[src/wdt_params.svh]
// Constants for the windowed-free watchdog timer
//
// Functional notes
// - Countdown decrements once every 16000 cycles; 64 programmable steps.
// - Active and count passes 40h to 3Fh: reset pin low ~30 us.
// - Countdown runs even when watchdog is not activated.
// - Reset deactivates; once activated, only a reset clears activation.
// - Write with activate set and msb clear gives immediate reset.
// - HALT while active resets only if option selects reset on HALT.
// - Hardware watchdog option: always active, activate bit ignored.
// - Control holds activate in bit 7, count in bits 6:0; resets 7Fh.
// - C0h gives 0-2 ms, FFh gives 126-128 ms at 8 MHz.
// - Reset phase adds 256 or 4096 CPU cycles before resuming.
`ifndef WDT_PARAMS_SVH
`define WDT_PARAMS_SVH

`define WDT_CLK_HZ          25000000
`define WDT_PRESC_TICKS     16000
`define WDT_PRESC_W         14
`define WDT_PRESC_LAST      14'h3E7F
`define WDT_PULSE_NS        30000
`define WDT_PULSE_CYC       ((`WDT_PULSE_NS * (`WDT_CLK_HZ / 1000000)) / 1000)
`define WDT_PULSE_W         10
`define WDT_PHASE_SHORT     256
`define WDT_PHASE_LONG      4096
`define WDT_PHASE_W         13
`define WDT_CTRL_RESET      8'h7F
`define WDT_BIT_ACT         7
`define WDT_BIT_MSB         6
`define WDT_CNT_EXPIRE      7'h40
`define WDT_ADDR_CTRL       4'h0
`define WDT_ADDR_STAT       4'h4
`define WDT_ADDR_W          4

`endif

[src/wdt_pkg.sv]
// Types shared by the watchdog timer files
`default_nettype none
package wdt_pkg;
    typedef enum logic [1:0] {
        WDT_IDLE,
        WDT_PULSE,
        WDT_PHASE
    } wdt_state_t;
endpackage : wdt_pkg
`default_nettype wire

[src/wdt_top.sv]
// Watchdog timer with classic Wishbone register slave
`timescale 1ns/100ps
`default_nettype none
`include "wdt_params.svh"
module wdt_top
    import wdt_pkg::*;
(
    input  wire logic        clk_i,          // Clock, 25 MHz
    input  wire logic        rst_i,          // Sync reset, high
    input  wire logic        wb_cyc_i,       // Wishbone cycle
    input  wire logic        wb_stb_i,       // Wishbone strobe
    input  wire logic        wb_we_i,        // Wishbone write
    input  wire logic [3:0]  wb_sel_i,       // Wishbone byte select
    input  wire logic [`WDT_ADDR_W-1:0] wb_adr_i, // Wishbone byte address
    input  wire logic [31:0] wb_dat_i,       // Wishbone write data
    output logic      [31:0] wb_dat_o,       // Wishbone read data
    output logic             wb_ack_o,       // Wishbone ack
    input  wire logic        halt_i,         // HALT executed, pulse
    input  wire logic        hw_watchdog_i,  // Option: always active
    input  wire logic        halt_reset_option_i, // Option: reset on HALT
    input  wire logic        long_phase_i,   // Option: 4096-cycle phase
    output logic             reset_n_o,      // Reset pin, low active
    output logic             reset_busy_o    // Reset cycle running
);
    logic [7:0]               ctrl_q;
    logic [`WDT_PRESC_W-1:0]  presc_q;
    logic                     tick;
    logic                     req;
    logic                     wr_ctrl;
    logic                     active;
    logic                     expire;
    logic                     sw_reset;
    logic                     halt_reset;
    logic                     trigger;
    logic                     cause_q;
    logic                     busy;

    function automatic logic hit(input logic [`WDT_ADDR_W-1:0] a,
                                 input logic [`WDT_ADDR_W-1:0] b);
        hit = (a == b);
    endfunction : hit

    assign req     = wb_cyc_i & wb_stb_i & ~wb_ack_o;
    assign wr_ctrl = req & wb_we_i & wb_sel_i[0] & hit(wb_adr_i, `WDT_ADDR_CTRL);

    // Free-running prescaler; never cleared by writes, hence one-tick spread
    always_ff @(posedge clk_i) begin
        if (rst_i) begin
            presc_q <= '0;
        end else if (presc_q == `WDT_PRESC_LAST) begin
            presc_q <= '0;
        end else begin
            presc_q <= presc_q + 1'b1;
        end
    end
    assign tick = (presc_q == `WDT_PRESC_LAST);

    assign active = ctrl_q[`WDT_BIT_ACT] | hw_watchdog_i;

    // Expiry when count passes 40h to 3Fh
    assign expire = active & tick & (ctrl_q[6:0] == `WDT_CNT_EXPIRE);
    assign sw_reset = wr_ctrl & (wb_dat_i[`WDT_BIT_ACT] | hw_watchdog_i)
                      & ~wb_dat_i[`WDT_BIT_MSB];
    assign halt_reset = active & halt_i & halt_reset_option_i;
    assign trigger = (expire | sw_reset | halt_reset) & ~busy;

    // Control register; reset deactivates, writes cannot deactivate
    always_ff @(posedge clk_i) begin
        if (rst_i || busy) begin
            ctrl_q <= `WDT_CTRL_RESET;
        end else if (wr_ctrl) begin
            ctrl_q[`WDT_BIT_ACT] <= ctrl_q[`WDT_BIT_ACT] | wb_dat_i[`WDT_BIT_ACT];
            ctrl_q[6:0]          <= wb_dat_i[6:0];
        end else if (tick) begin
            ctrl_q[6:0] <= ctrl_q[6:0] - 7'h01;
        end
    end

    // Last reset cause: watchdog-generated, survives chip reset cycle
    always_ff @(posedge clk_i) begin
        if (rst_i) begin
            cause_q <= 1'b0;
        end else if (trigger) begin
            cause_q <= 1'b1;
        end else if (req & wb_we_i & wb_sel_i[0] & hit(wb_adr_i, `WDT_ADDR_STAT)
                     & wb_dat_i[0]) begin
            cause_q <= 1'b0;
        end
    end

    // Single-wait-state Wishbone answer
    always_ff @(posedge clk_i) begin
        if (rst_i) begin
            wb_ack_o <= 1'b0;
            wb_dat_o <= '0;
        end else begin
            wb_ack_o <= req;
            if (req & ~wb_we_i) begin
                if (hit(wb_adr_i, `WDT_ADDR_CTRL)) begin
                    wb_dat_o <= {24'h000000, ctrl_q};
                end else if (hit(wb_adr_i, `WDT_ADDR_STAT)) begin
                    wb_dat_o <= {30'h00000000, busy, cause_q};
                end else begin
                    wb_dat_o <= '0;
                end
            end
        end
    end

    wdt_reset_gen u_reset_gen (
        .clk_i        (clk_i),
        .rst_i        (rst_i),
        .trigger_i    (trigger),
        .long_phase_i (long_phase_i),
        .reset_n_o    (reset_n_o),
        .busy_o       (busy)
    );

    assign reset_busy_o = busy;
endmodule : wdt_top
`default_nettype wire

[src/wdt_reset_gen.sv]
// Reset pulse and reset phase sequencer for the watchdog
`timescale 1ns/100ps
`default_nettype none
`include "wdt_params.svh"
module wdt_reset_gen
    import wdt_pkg::*;
(
    input  wire logic clk_i,         // Clock
    input  wire logic rst_i,         // Sync reset, high
    input  wire logic trigger_i,     // Start reset cycle
    input  wire logic long_phase_i,  // Use long reset phase
    output logic      reset_n_o,     // Reset pin drive, low active
    output logic      busy_o         // Reset cycle running
);
    wdt_state_t               state_q;
    logic [`WDT_PHASE_W-1:0]  cnt_q;

    always_ff @(posedge clk_i) begin
        if (rst_i) begin
            state_q <= WDT_IDLE;
            cnt_q   <= '0;
        end else begin
            case (state_q)
                WDT_IDLE: begin
                    if (trigger_i) begin
                        state_q <= WDT_PULSE;
                        cnt_q   <= '0;
                    end
                end
                WDT_PULSE: begin
                    if (cnt_q == `WDT_PHASE_W'(`WDT_PULSE_CYC - 1)) begin
                        state_q <= WDT_PHASE;
                        cnt_q   <= '0;
                    end else begin
                        cnt_q <= cnt_q + 1'b1;
                    end
                end
                WDT_PHASE: begin
                    // Extra start-up cycles before the core resumes
                    if (cnt_q == (long_phase_i ? `WDT_PHASE_W'(`WDT_PHASE_LONG - 1)
                                               : `WDT_PHASE_W'(`WDT_PHASE_SHORT - 1))) begin
                        state_q <= WDT_IDLE;
                        cnt_q   <= '0;
                    end else begin
                        cnt_q <= cnt_q + 1'b1;
                    end
                end
                default: state_q <= WDT_IDLE;
            endcase
        end
    end

    assign reset_n_o = (state_q != WDT_PULSE);
    assign busy_o    = (state_q != WDT_IDLE);
endmodule : wdt_reset_gen
`default_nettype wire

[config.mk]
export PLATFORM = sky130hd
export DESIGN_NAME = wdt_top
export DESIGN_NICKNAME = d
export VERILOG_FILES = /design/src/wdt_pkg.sv /design/src/wdt_top.sv /design/src/wdt_reset_gen.sv
export VERILOG_INCLUDE_DIRS = /design/src
export SDC_FILE = /design/constraint.sdc
export NUM_CORES = 1
export LEC_CHECK = 0
export ABC_CLOCK_PERIOD_IN_PS = 2700
export BUFFER_PORTS_ARGS = -buffer_cell sky130_fd_sc_hd__buf_2
export CORE_UTILIZATION = 51
export CTS_CLUSTER_DIAMETER = 200
export DETAILED_ROUTE_END_ITERATION = 10
export PLACE_DENSITY_LB_ADDON = 0.3
export RECOVER_POWER = 25
export REMOVE_ABC_BUFFERS = 1
export SYNTH_ARGS = -nofsm -noshare
export SYNTH_HDL_FRONTEND = slang
export SYNTH_SLANG_ARGS = --single-unit
[constraint.sdc]
create_clock -name clk_i -period 2.7 [get_ports clk_i]
set_input_delay 0 -clock clk_i [delete_from_list [all_inputs] [get_ports clk_i]]
set_output_delay 0 -clock clk_i [all_outputs]
set_load 0.02 [all_outputs]
* Yosys cells after proc, flatten, opt, wreduce, memory -nomap -nowiden
Index checks and enable logic that the tools add are counted.
** Operators by class
- Add/subtract/negate cells :: 3
- Eq/ne operators :: 11
- Multiplexer cells :: 15
- Bitwise logic cells :: 24
- Reduce and logical (&&, ||, !) cells :: 10
** Operators with widths (count)
- 2-to-1 mux 13 bit :: 3
- one-hot mux 13 bit (3 select lines) :: 1
- AND 1 bit :: 15
- adder 14 x 1 -> 14 bit, second input constant :: 1
- == test 14 bit, second input constant :: 1
- 2-to-1 mux 7 bit :: 2
- adder 13 x 1 -> 13 bit, second input constant :: 1
- == test 13 x 10 -> 1 bit, second input constant :: 1
- == test 13 bit :: 1
- 2-to-1 mux 12 bit :: 1
- 2-to-1 mux 2 bit :: 4
- 2-to-1 mux 8 bit :: 1
- == test 7 bit, second input constant :: 1
- subtractor 7 x 1 -> 7 bit, second input constant :: 1
- != test 2 x 1 -> 1 bit, second input constant :: 3
- one-hot mux 2 bit (3 select lines) :: 1
- nonzero test 2 bit :: 3
- OR 1 bit :: 5
- == test 4 x 3 -> 1 bit, second input constant :: 1
- zero test 4 bit :: 1
- NOT 1 bit :: 4
- AND reduction 3 bit :: 1
- nonzero test 3 bit :: 1
- == test 2 x 1 -> 1 bit, second input constant :: 1
- other kinds (7) :: 8
** Storage, ports and cells
- Register bits :: 71
- Input bits :: 49
- Output and inout port bits :: 35
- Logic and storage cells :: 71

* Depth between registers and ports, before layout
Gate-level depths: netlist of the first run.
- Depth after elaboration :: 12
- Mapped depth :: 7

* Hierarchy
A second synthesis of the first run with hierarchy kept.
** Unflattened totals
- Cell total of the unflattened synthesis :: 316
- Area, all modules :: 2630.0 µm²
** Modules (own cells, without submodules)
- wdt_top :: times used 1, cells each 207, area an instance 1699.1 µm², seq. area each 640.6 µm²
- wdt_reset_gen :: times used 1, cells each 109, area an instance 930.9 µm², seq. area each 300.3 µm²

* Worst setup path after synthesis of the first run
Ideal clock, no wire load.
- Kind :: register to register
- Start :: register presc_q[0]
- End :: register u_reset_gen.cnt_q[10]
- Setup time :: 0.122 ns
- Data arrival time :: 2.135 ns
- Data required time :: 2.578 ns
- Slack :: 0.443 ns
- Stages on the path, launching flop included :: 8
- Period minus slack after synthesis :: 2.257 ns
- Cell sequence :: dfxtp_1 > ha_1 > nand4_2 > or4_1 > buf_2 > o211ai_4 > a21oi_2 > a221o_1
** On the way
- Longest elaborated chain between the ends :: 8
** Ends and longest elaborated chain
- from (decl) :: RTL line wdt_top.sv:26 : logic [`WDT_PRESC_W-1:0] presc_q;
- from (signal assigned) :: RTL line wdt_top.sv:53 : presc_q <= presc_q + 1'b1;
- == test 14 bit (no source line)
- AND 1 bit (2 in a row) :: RTL line wdt_top.sv:61 : assign expire = active & tick & (ctrl_q[6:0] == `WDT_CNT_EXPIRE);
- OR 1 bit (2 in a row) :: RTL line wdt_top.sv:65 : assign trigger = (expire | sw_reset | halt_reset) & ~busy;
- AND 1 bit :: RTL line wdt_top.sv:65
- != test 2 bit (no source line)
- AND reduction 2 bit (no source line)
- to (signal assigned) :: RTL line wdt_reset_gen.sv:35 : cnt_q <= cnt_q + 1'b1;
- to (signal assigned) :: RTL line wdt_reset_gen.sv:45 : cnt_q <= cnt_q + 1'b1;
- to (decl) :: RTL line wdt_reset_gen.sv:16 : logic [`WDT_PHASE_W-1:0] cnt_q;
Every way passes these cells.
A chain may end at the register's enable or synchronous reset.

* Final worst setup path of the first run
Ends and elaborated chain as after synthesis.

==> results of run 1 <==
==> critical path, stage by stage, from the launching register on <==
cell	delay, ns
dfxtp_1	0.38
ha_1	0.23
nand4_2	0.18
or4_1	0.69
o211ai_4	0.37
a21oi_2	0.17
a221o_1	0.37
==> per-stage QoR <==
| stage | std cells | util [%] |
|---|---|---|
| floorplan | 314 | - |
| global placement | 415 | 57.6 |
| detailed placement | 415 | 57.6 |
| CTS | 430 | 60.8 |
| global route | 430 | 60.5 |
| finish | 430 | 60.5 |
==> cells by family (layout without fill, tap and decap cells) <==
| kind of cell | count (synthesis) | in the layout | synth area share (%) |
|---|---|---|---|
| xor+xnor | 20 | 20 | 6.55 |
| compound gates | 67 | 67 | 18.5 |
| buf+inv | 43 | 61 | 9.45 |
| other cells | 1 | 24 | 0.140 |
| mux | 2 | 2 | 0.749 |
| flops | 47 | 47 | 35.2 |
| simple gates | 133 | 133 | 25.2 |
| fa+ha+maj | 9 | 9 | 4.21 |
==> what timing repair did <==
item                                    CTS  global route
endpoints found under the setup margin    0             0
gates resized for setup                   0             0
hold buffers                              7             0
hold endpoints to repair                  7             0
==> how the worst min path moves through the flow <==
stage                 to  slack, ns  cells past startpoint        start
2_1_floorplan    cause_q       0.07                      1        rst_i
6_report       ctrl_q[0]      0.004                      3  wb_dat_i[0]
3_3_place_gp   ctrl_q[1]       0.24                      3  wb_dat_i[1]
3_5_place_dp   ctrl_q[1]       0.25                      3  wb_dat_i[1]
4_1_cts        ctrl_q[0]      0.001                      3  wb_dat_i[0]
5_1_grt        ctrl_q[0]      0.001                      3  wb_dat_i[0]
==> sequential cells by signal, summed over array words and instances (netlist names) <==
| register | flops |
|---|---|
| wb_ack_o | 1 |
| u_reset_gen.cnt_q | 13 |
| ctrl_q | 8 |
| wb_dat_o | 8 |
| cause_q | 1 |
| presc_q | 14 |
| u_reset_gen.state_q | 2 |
==> final cells by class <==
class                           count  area (µm²)
Fill cell                         457        1930
Multi-Input combinational cell    255        1570
Sequential cell                    47         941
Timing Repair Buffer               41         231
Tap cell                           67        83.8
Clock buffer                        6        72.6
Inverter                           12        45.0
Clock inverter                      2        12.5
==> placed cells by master, fill, tap and decap left out, types with 3 or more instances in the layout <==
cell	Yosys	final
dfxtp_1	47	47
nor2_1	31	31
nand2_1	30	30
nand3_1	25	25
conb_1	1	24
buf_2	1	21
a21oi_1	16	16
inv_1	12	12
clkbuf_1	6	12
xnor2_1	11	11
nor3_1	10	10
xor2_1	9	9
o21ai_0	9	9
ha_1	9	9
o211ai_1	8	8
dlygate4sd3_1	0	7
o2111ai_1	6	6
nor4_1	5	5
clkbuf_8	0	5
nand4_1	4	4
and3_1	4	4
o2bb2ai_1	4	4
or3_1	3	3
and2_1	3	3
o32ai_1	3	3
a31oi_1	3	3
==> routing by layer <==
metal  wire length [µm]  share of wire (%)  track usage, %  vias up
met5                  0                  0               0        -
met4                 72                1.3            7.55        0
met3                349                6.2            5.01       10
met2               2460                 44            32.8      110
met1               2710                 48            28.0     1072
li1                   -                  -               -     1190
==> power breakdown <==
| part | switching, mW | internal (mW) |
|---|---|---|
| Sequential | 0.0143 | 0.711 |
| Clock | 0.241 | 0.181 |
| Combinational | 0.327 | 0.151 |
==> impl_results.md, run 1 <==
- # setup viols final: 0
- H-tree levels: 2
- Fraction of final layout cells sized beyond drive strength 1: 11.0%
- Die Y: 74.4 µm
- Setup slack at placement: 0.203 ns
- Drt via density: 5.54
- GRT overflow: 0
- Clock slew at reported path FFs: 0.09 ns
- Count leader, synth: dfxtp_1
- Final Max Slew Viols: 0
- Number of global-route vias before repair: 1932
- Power per Cell Area: 550 mW/mm²
- Outcome: finished clean
- #FFs+latches synth: 47
- CP required: 2.89 ns
- Synth Warn #: 0
- Post-synth top area share: 35.2%
- Max-cap violations: 0
- Die ar.: 0.00554 mm²
- CP startpoint: presc_q[0]
- P_leak: 1.07 nW
- Wire per inst: 13.0 µm
- Setup bufs post-CTS: 0
- Register area share after synthesis: 35.2%
- Final Skew: 0.0111 ns
- Count of mapped cells out of synthesis: 322
- Pin count of the biggest net entering global routing: 26
- Total design power: 1.62 mW
- Async SR Flop Fraction: 0%
- Initial antenna violation count: 0
- Arrival time at the worst endpoint: 2.70 ns
- EDFF count, synth: 0
- DR vias: 2382
- DRT iter0 DRCs: 213
- Core footprint: 0.00488 mm²
- CTS tree: done
- RSZ-0062 raised after global routing: no
- Netlist cell types: 55
- Commonest cells in the netlist: 47 x dfxtp_1, 31 x nor2_1, 30 x nand2_1, 25 x nand3_1, 24 x buf_4
- Reg2reg start: presc_q[0]
- Die width: 74.4 µm
- Synth area leader: dfxtp_1
- Rows: 25
- Final hold vios: 0
- Gpl congestion: 0.900
- 1st-pass router iterations: 5
- Global-route wire length before repair: 8890 µm
- CP Capture Type: flip-flop
- Crit path max fanout: 9
- Area Growth Syn to Fin: 10.4%
- IR Drop Worst-Case VDD: 0.347 mV
- WS Path Type: reg -> reg
- Ports: 84
- Flop2flop setup slack: 0.20 ns
- R2r endpoint: u_reset_gen.cnt_q[10]
- Total Neg Setup Slack: 0 ns
- NumNets Final: 420
- # diodes: 0
- Cell Area, Synth: 0.00267 mm²
- Final instance area: 0.00295 mm²
- Predominant post-synthesis flop cell: dfxtp_1
- Fmax: 0.399 GHz
- Slew @ Worst Pin: 0.831 ns
- CTS Sinks: 47
- Hold Crit Class: in -> reg
- Final min period: 2.50 ns
- Setup crit end: u_reset_gen.cnt_q[10]
- Final WL: 5600 µm
- Dpl hpwl: 4040 µm
- I/O Buffers: 32
- DRC Markers: 0
- Crit path launch type: flip-flop
- Path depth of the worst reg2reg path: 6
- Final worst setup slack: 0.196 ns
- Max_slew headroom: 44.1%
- Antenna Nets Post-Route: 0
- Num CTS Buffers: 5
- Initial core utilization: 54.8%
- Clock Latency Late Sink: 0.30 ns
- Final hold slack: 0.00403 ns
- Final cycle utilization of the critical path: 92.8%
- Total GRT Usage: 20.9%
- Average footprint of a synthesized cell: 8.30 µm²
- Largest cells by area after synthesis: dfxtp_1 35%, buf_4 6.7%, nand3_1 4.7%, nor2_1 4.4%, ha_1 4.2%
- Root Buffer: clkbuf_8
- CTS max path bufs: 2
- Area after DPL: 0.00281 mm²
(Power assumes the default switching activity.)
==> run 2, diff against run 1 <==
--- a/config.mk
+++ b/config.mk
@@ -7,12 +7,11 @@
 export NUM_CORES = 1
 export LEC_CHECK = 0
 export ABC_CLOCK_PERIOD_IN_PS = 2700
-export BUFFER_PORTS_ARGS = -buffer_cell sky130_fd_sc_hd__buf_2
+export BUFFER_PORTS_ARGS = -buffer_cell sky130_fd_sc_hd__clkbuf_2
 export CORE_UTILIZATION = 51
 export CTS_CLUSTER_DIAMETER = 200
 export DETAILED_ROUTE_END_ITERATION = 10
 export PLACE_DENSITY_LB_ADDON = 0.3
-export RECOVER_POWER = 25
 export REMOVE_ABC_BUFFERS = 1
 export SYNTH_ARGS = -nofsm -noshare
 export SYNTH_HDL_FRONTEND = slang
==> impl_results.md, run 2 (synthesis results as in run 1) <==
- Outcome: finished clean
- NumNets Final: 419 (-0.24%)
- Rows: 25 (unchanged)
- Wire length on met2: 2500 µm (+1.7%)
- CP Capture Type: flip-flop
- Clock slew at reported path FFs: 0.09 ns (about the same)
- Number of global-route vias before repair: 1978 (+2.4%)
- I/O Buffers: 32 (unchanged)
- Final Skew: 0.00771 ns (-0.00337 ns)
- GRT overflow: 0 (unchanged)
- Core footprint: 0.00488 mm² (unchanged)
- Fraction of final layout cells sized beyond drive strength 1: 14.4% (+3.3 points)
- DR vias: 2412 (+1.3%)
- WS Path Type: reg -> reg
- CTS max path bufs: 2 (unchanged)
- Path depth of the worst reg2reg path: 6 (unchanged)
- CTS tree: done
- WHS Path Cells: 3 (unchanged)
- Post-route insts no fill: 429 (-0.23%)
- DRT iter0 DRCs: 202 (-5.2%)
- Drt via density: 5.62 (+1.5%)
- P_leak: 1.12 nW (+4.1%)
- Wire per inst: 13.1 µm (+0.77%)
- Top flop regs: presc_q: 14 flops, u_reset_gen.cnt_q: 13 flops
- Final hold vios: 0 (unchanged)
- Die Y: 74.4 µm (unchanged)
- Antenna Nets Post-Route: 0 (unchanged)
- Total design power: 1.67 mW (+2.5%)
- # diodes: 0 (unchanged)
- Root Buffer: clkbuf_8
- Max-cap violations: 0 (unchanged)
- Initial antenna violation count: 0 (unchanged)
- Commonest non-fill, non-tap cell in the layout: dfxtp_1
- Area Growth Syn to Fin: 11.1%
- # setup viols final: 0 (unchanged)
- H-tree levels: 2 (unchanged)
- Final WL: 5630 µm (+0.54%)
- Dpl cells: 415 (unchanged)
- Detail Route met3 WL: 328 µm (-6.0%)
- Hold Crit Class: in -> reg
- RSZ-0062 raised after global routing: no
- CP required: 2.90 ns (about the same)
- Ports: 84 (unchanged)
- Reg2reg start: presc_q[0]
- Top reg by flops: presc_q
- Fmax: 0.399 GHz (-0.12%)
- Total Neg Setup Slack: 0 ns (unchanged)
- FILL cells: 452 (-1.1%)
- Final Util: 60.9% (+0.36 points)
- Min-delay src: wb_dat_i[0]
- Final worst setup slack: 0.193 ns (-0.00292 ns)
- Total GRT Usage: 21.0% (+0.052 points)
- Area after DPL: 0.00281 mm² (unchanged)
- Global-route wire length before repair: 8910 µm (+0.23%)
- Max_slew headroom: 42.2% (-1.9 points)
- Crit path max fanout: 9 (unchanged)
- Max FFs per register: 14 (unchanged)
- Power per Cell Area: 561 mW/mm² (+1.9%)
- IR Drop Worst-Case VDD: 0.390 mV (+12%)
- Clock Latency Late Sink: 0.31 ns (about the same)
- Dpl hpwl: 4080 µm (+1.0%)
- Met1 wire length: 2680 µm (-1.1%)
- Max layer used: met4
- Flop2flop setup slack: 0.19 ns (about the same)
- Slew @ Worst Pin: 0.859 ns (+0.0284 ns)
- Final instance area: 0.00297 mm² (+0.59%)
- Arrival time at the worst endpoint: 2.71 ns (about the same)
- Initial core utilization: 54.8% (unchanged)
- R2r endpoint: u_reset_gen.cnt_q[10]
- Crit path launch type: flip-flop
- Die ar.: 0.00554 mm² (unchanged)
- DRC Markers: 0 (unchanged)
- Final Max Slew Viols: 0 (unchanged)
- Final cycle utilization of the critical path: 92.9% (+0.11 points)
- Gpl congestion: 0.904 (+0.50%)
- Setup slack at placement: 0.205 ns (+0.00229 ns)
- Final min period: 2.51 ns (+0.00292 ns)
- Num CTS Buffers: 5 (unchanged)
- Pin count of the biggest net entering global routing: 26 (unchanged)
- Hold endpoint: ctrl_q[0]
- 1st-pass router iterations: 4 (-1)
- Final hold slack: 0.0117 ns (+0.00768 ns)
- Commonest non-fill, non-tap cells in the layout: 47 x dfxtp_1, 32 x clkbuf_2, 31 x nor2_1, 30 x nand2_1, 25 x nand3_1
- Die width: 74.4 µm (unchanged)
- CTS Sinks: 47 (unchanged)
-- run 2: cell types whose count changed in the layout (fill, tap and decap cells not counted) --
| cell | previous run | this run |
|---|---|---|
| clkinv_4 | 0 | 1 |
| clkbuf_2 | 0 | 32 |
| clkbuf_8 | 5 | 6 |
| clkbuf_1 | 12 | 0 |
| buf_2 | 21 | 0 |
| clkinv_2 | 1 | 0 |
| dlygate4sd3_1 | 7 | 6 |
-- run 2: cell type report --
| type | count | area, µm² | area share, % |
|---|---|---|---|
| clock inverter | 2 | 16.3 | 0.548 |
| inverter | 12 | 45.0 | 1.52 |
| sequential | 47 | 941 | 31.7 |
| timing repair buffer | 40 | 235 | 7.92 |
| multi-input combinational | 255 | 1570 | 52.7 |
| tap | 67 | 83.8 | 2.82 |
| clock buffer | 6 | 82.6 | 2.78 |
-- run 2: routing by layer --
layer	vias up	GRT usage (%)
met3	12	5.15
met5	-	0
met2	97	32.7
li1	1187	-
met1	1116	28.2
met4	0	7.55
-- run 2: how the worst max path moves through the flow --
| stage | to | from | cells after the start | slack (ns) |
|---|---|---|---|---|
| after floorplan | u_reset_gen.cnt_q[10] | presc_q[0] | 6 | 0.44 |
| after global placement | u_reset_gen.cnt_q[10] | presc_q[0] | 6 | 0.25 |
| after detailed placement | u_reset_gen.cnt_q[10] | presc_q[0] | 6 | 0.21 |
| after CTS | u_reset_gen.cnt_q[10] | presc_q[0] | 6 | 0.19 |
| after global routing | u_reset_gen.cnt_q[10] | presc_q[1] | 6 | 0.04 |
| final | u_reset_gen.cnt_q[10] | presc_q[0] | 6 | 0.19 |
-- run 2: critical path: stages (launching register included) --
cell and delay (ns):
dfxtp_1 0.38, ha_1 0.23, nand4_2 0.19, or4_1 0.69
o211ai_4 0.38, a21oi_2 0.15, a221o_1 0.37
-- run 2: what timing repair did --
item | CTS | global route
endpoints found under the hold margin | 6 | 0
gates resized for setup | 0 | 0
hold buffers | 6 | 0
buffers inserted | 0 | 0
-- run 2: power breakdown --
group | total [mW] | internal (mW) | switching (mW)
combinational | 0.484 | 0.155 | 0.329
clock | 0.457 | 0.209 | 0.248
sequential | 0.725 | 0.711 | 0.0143
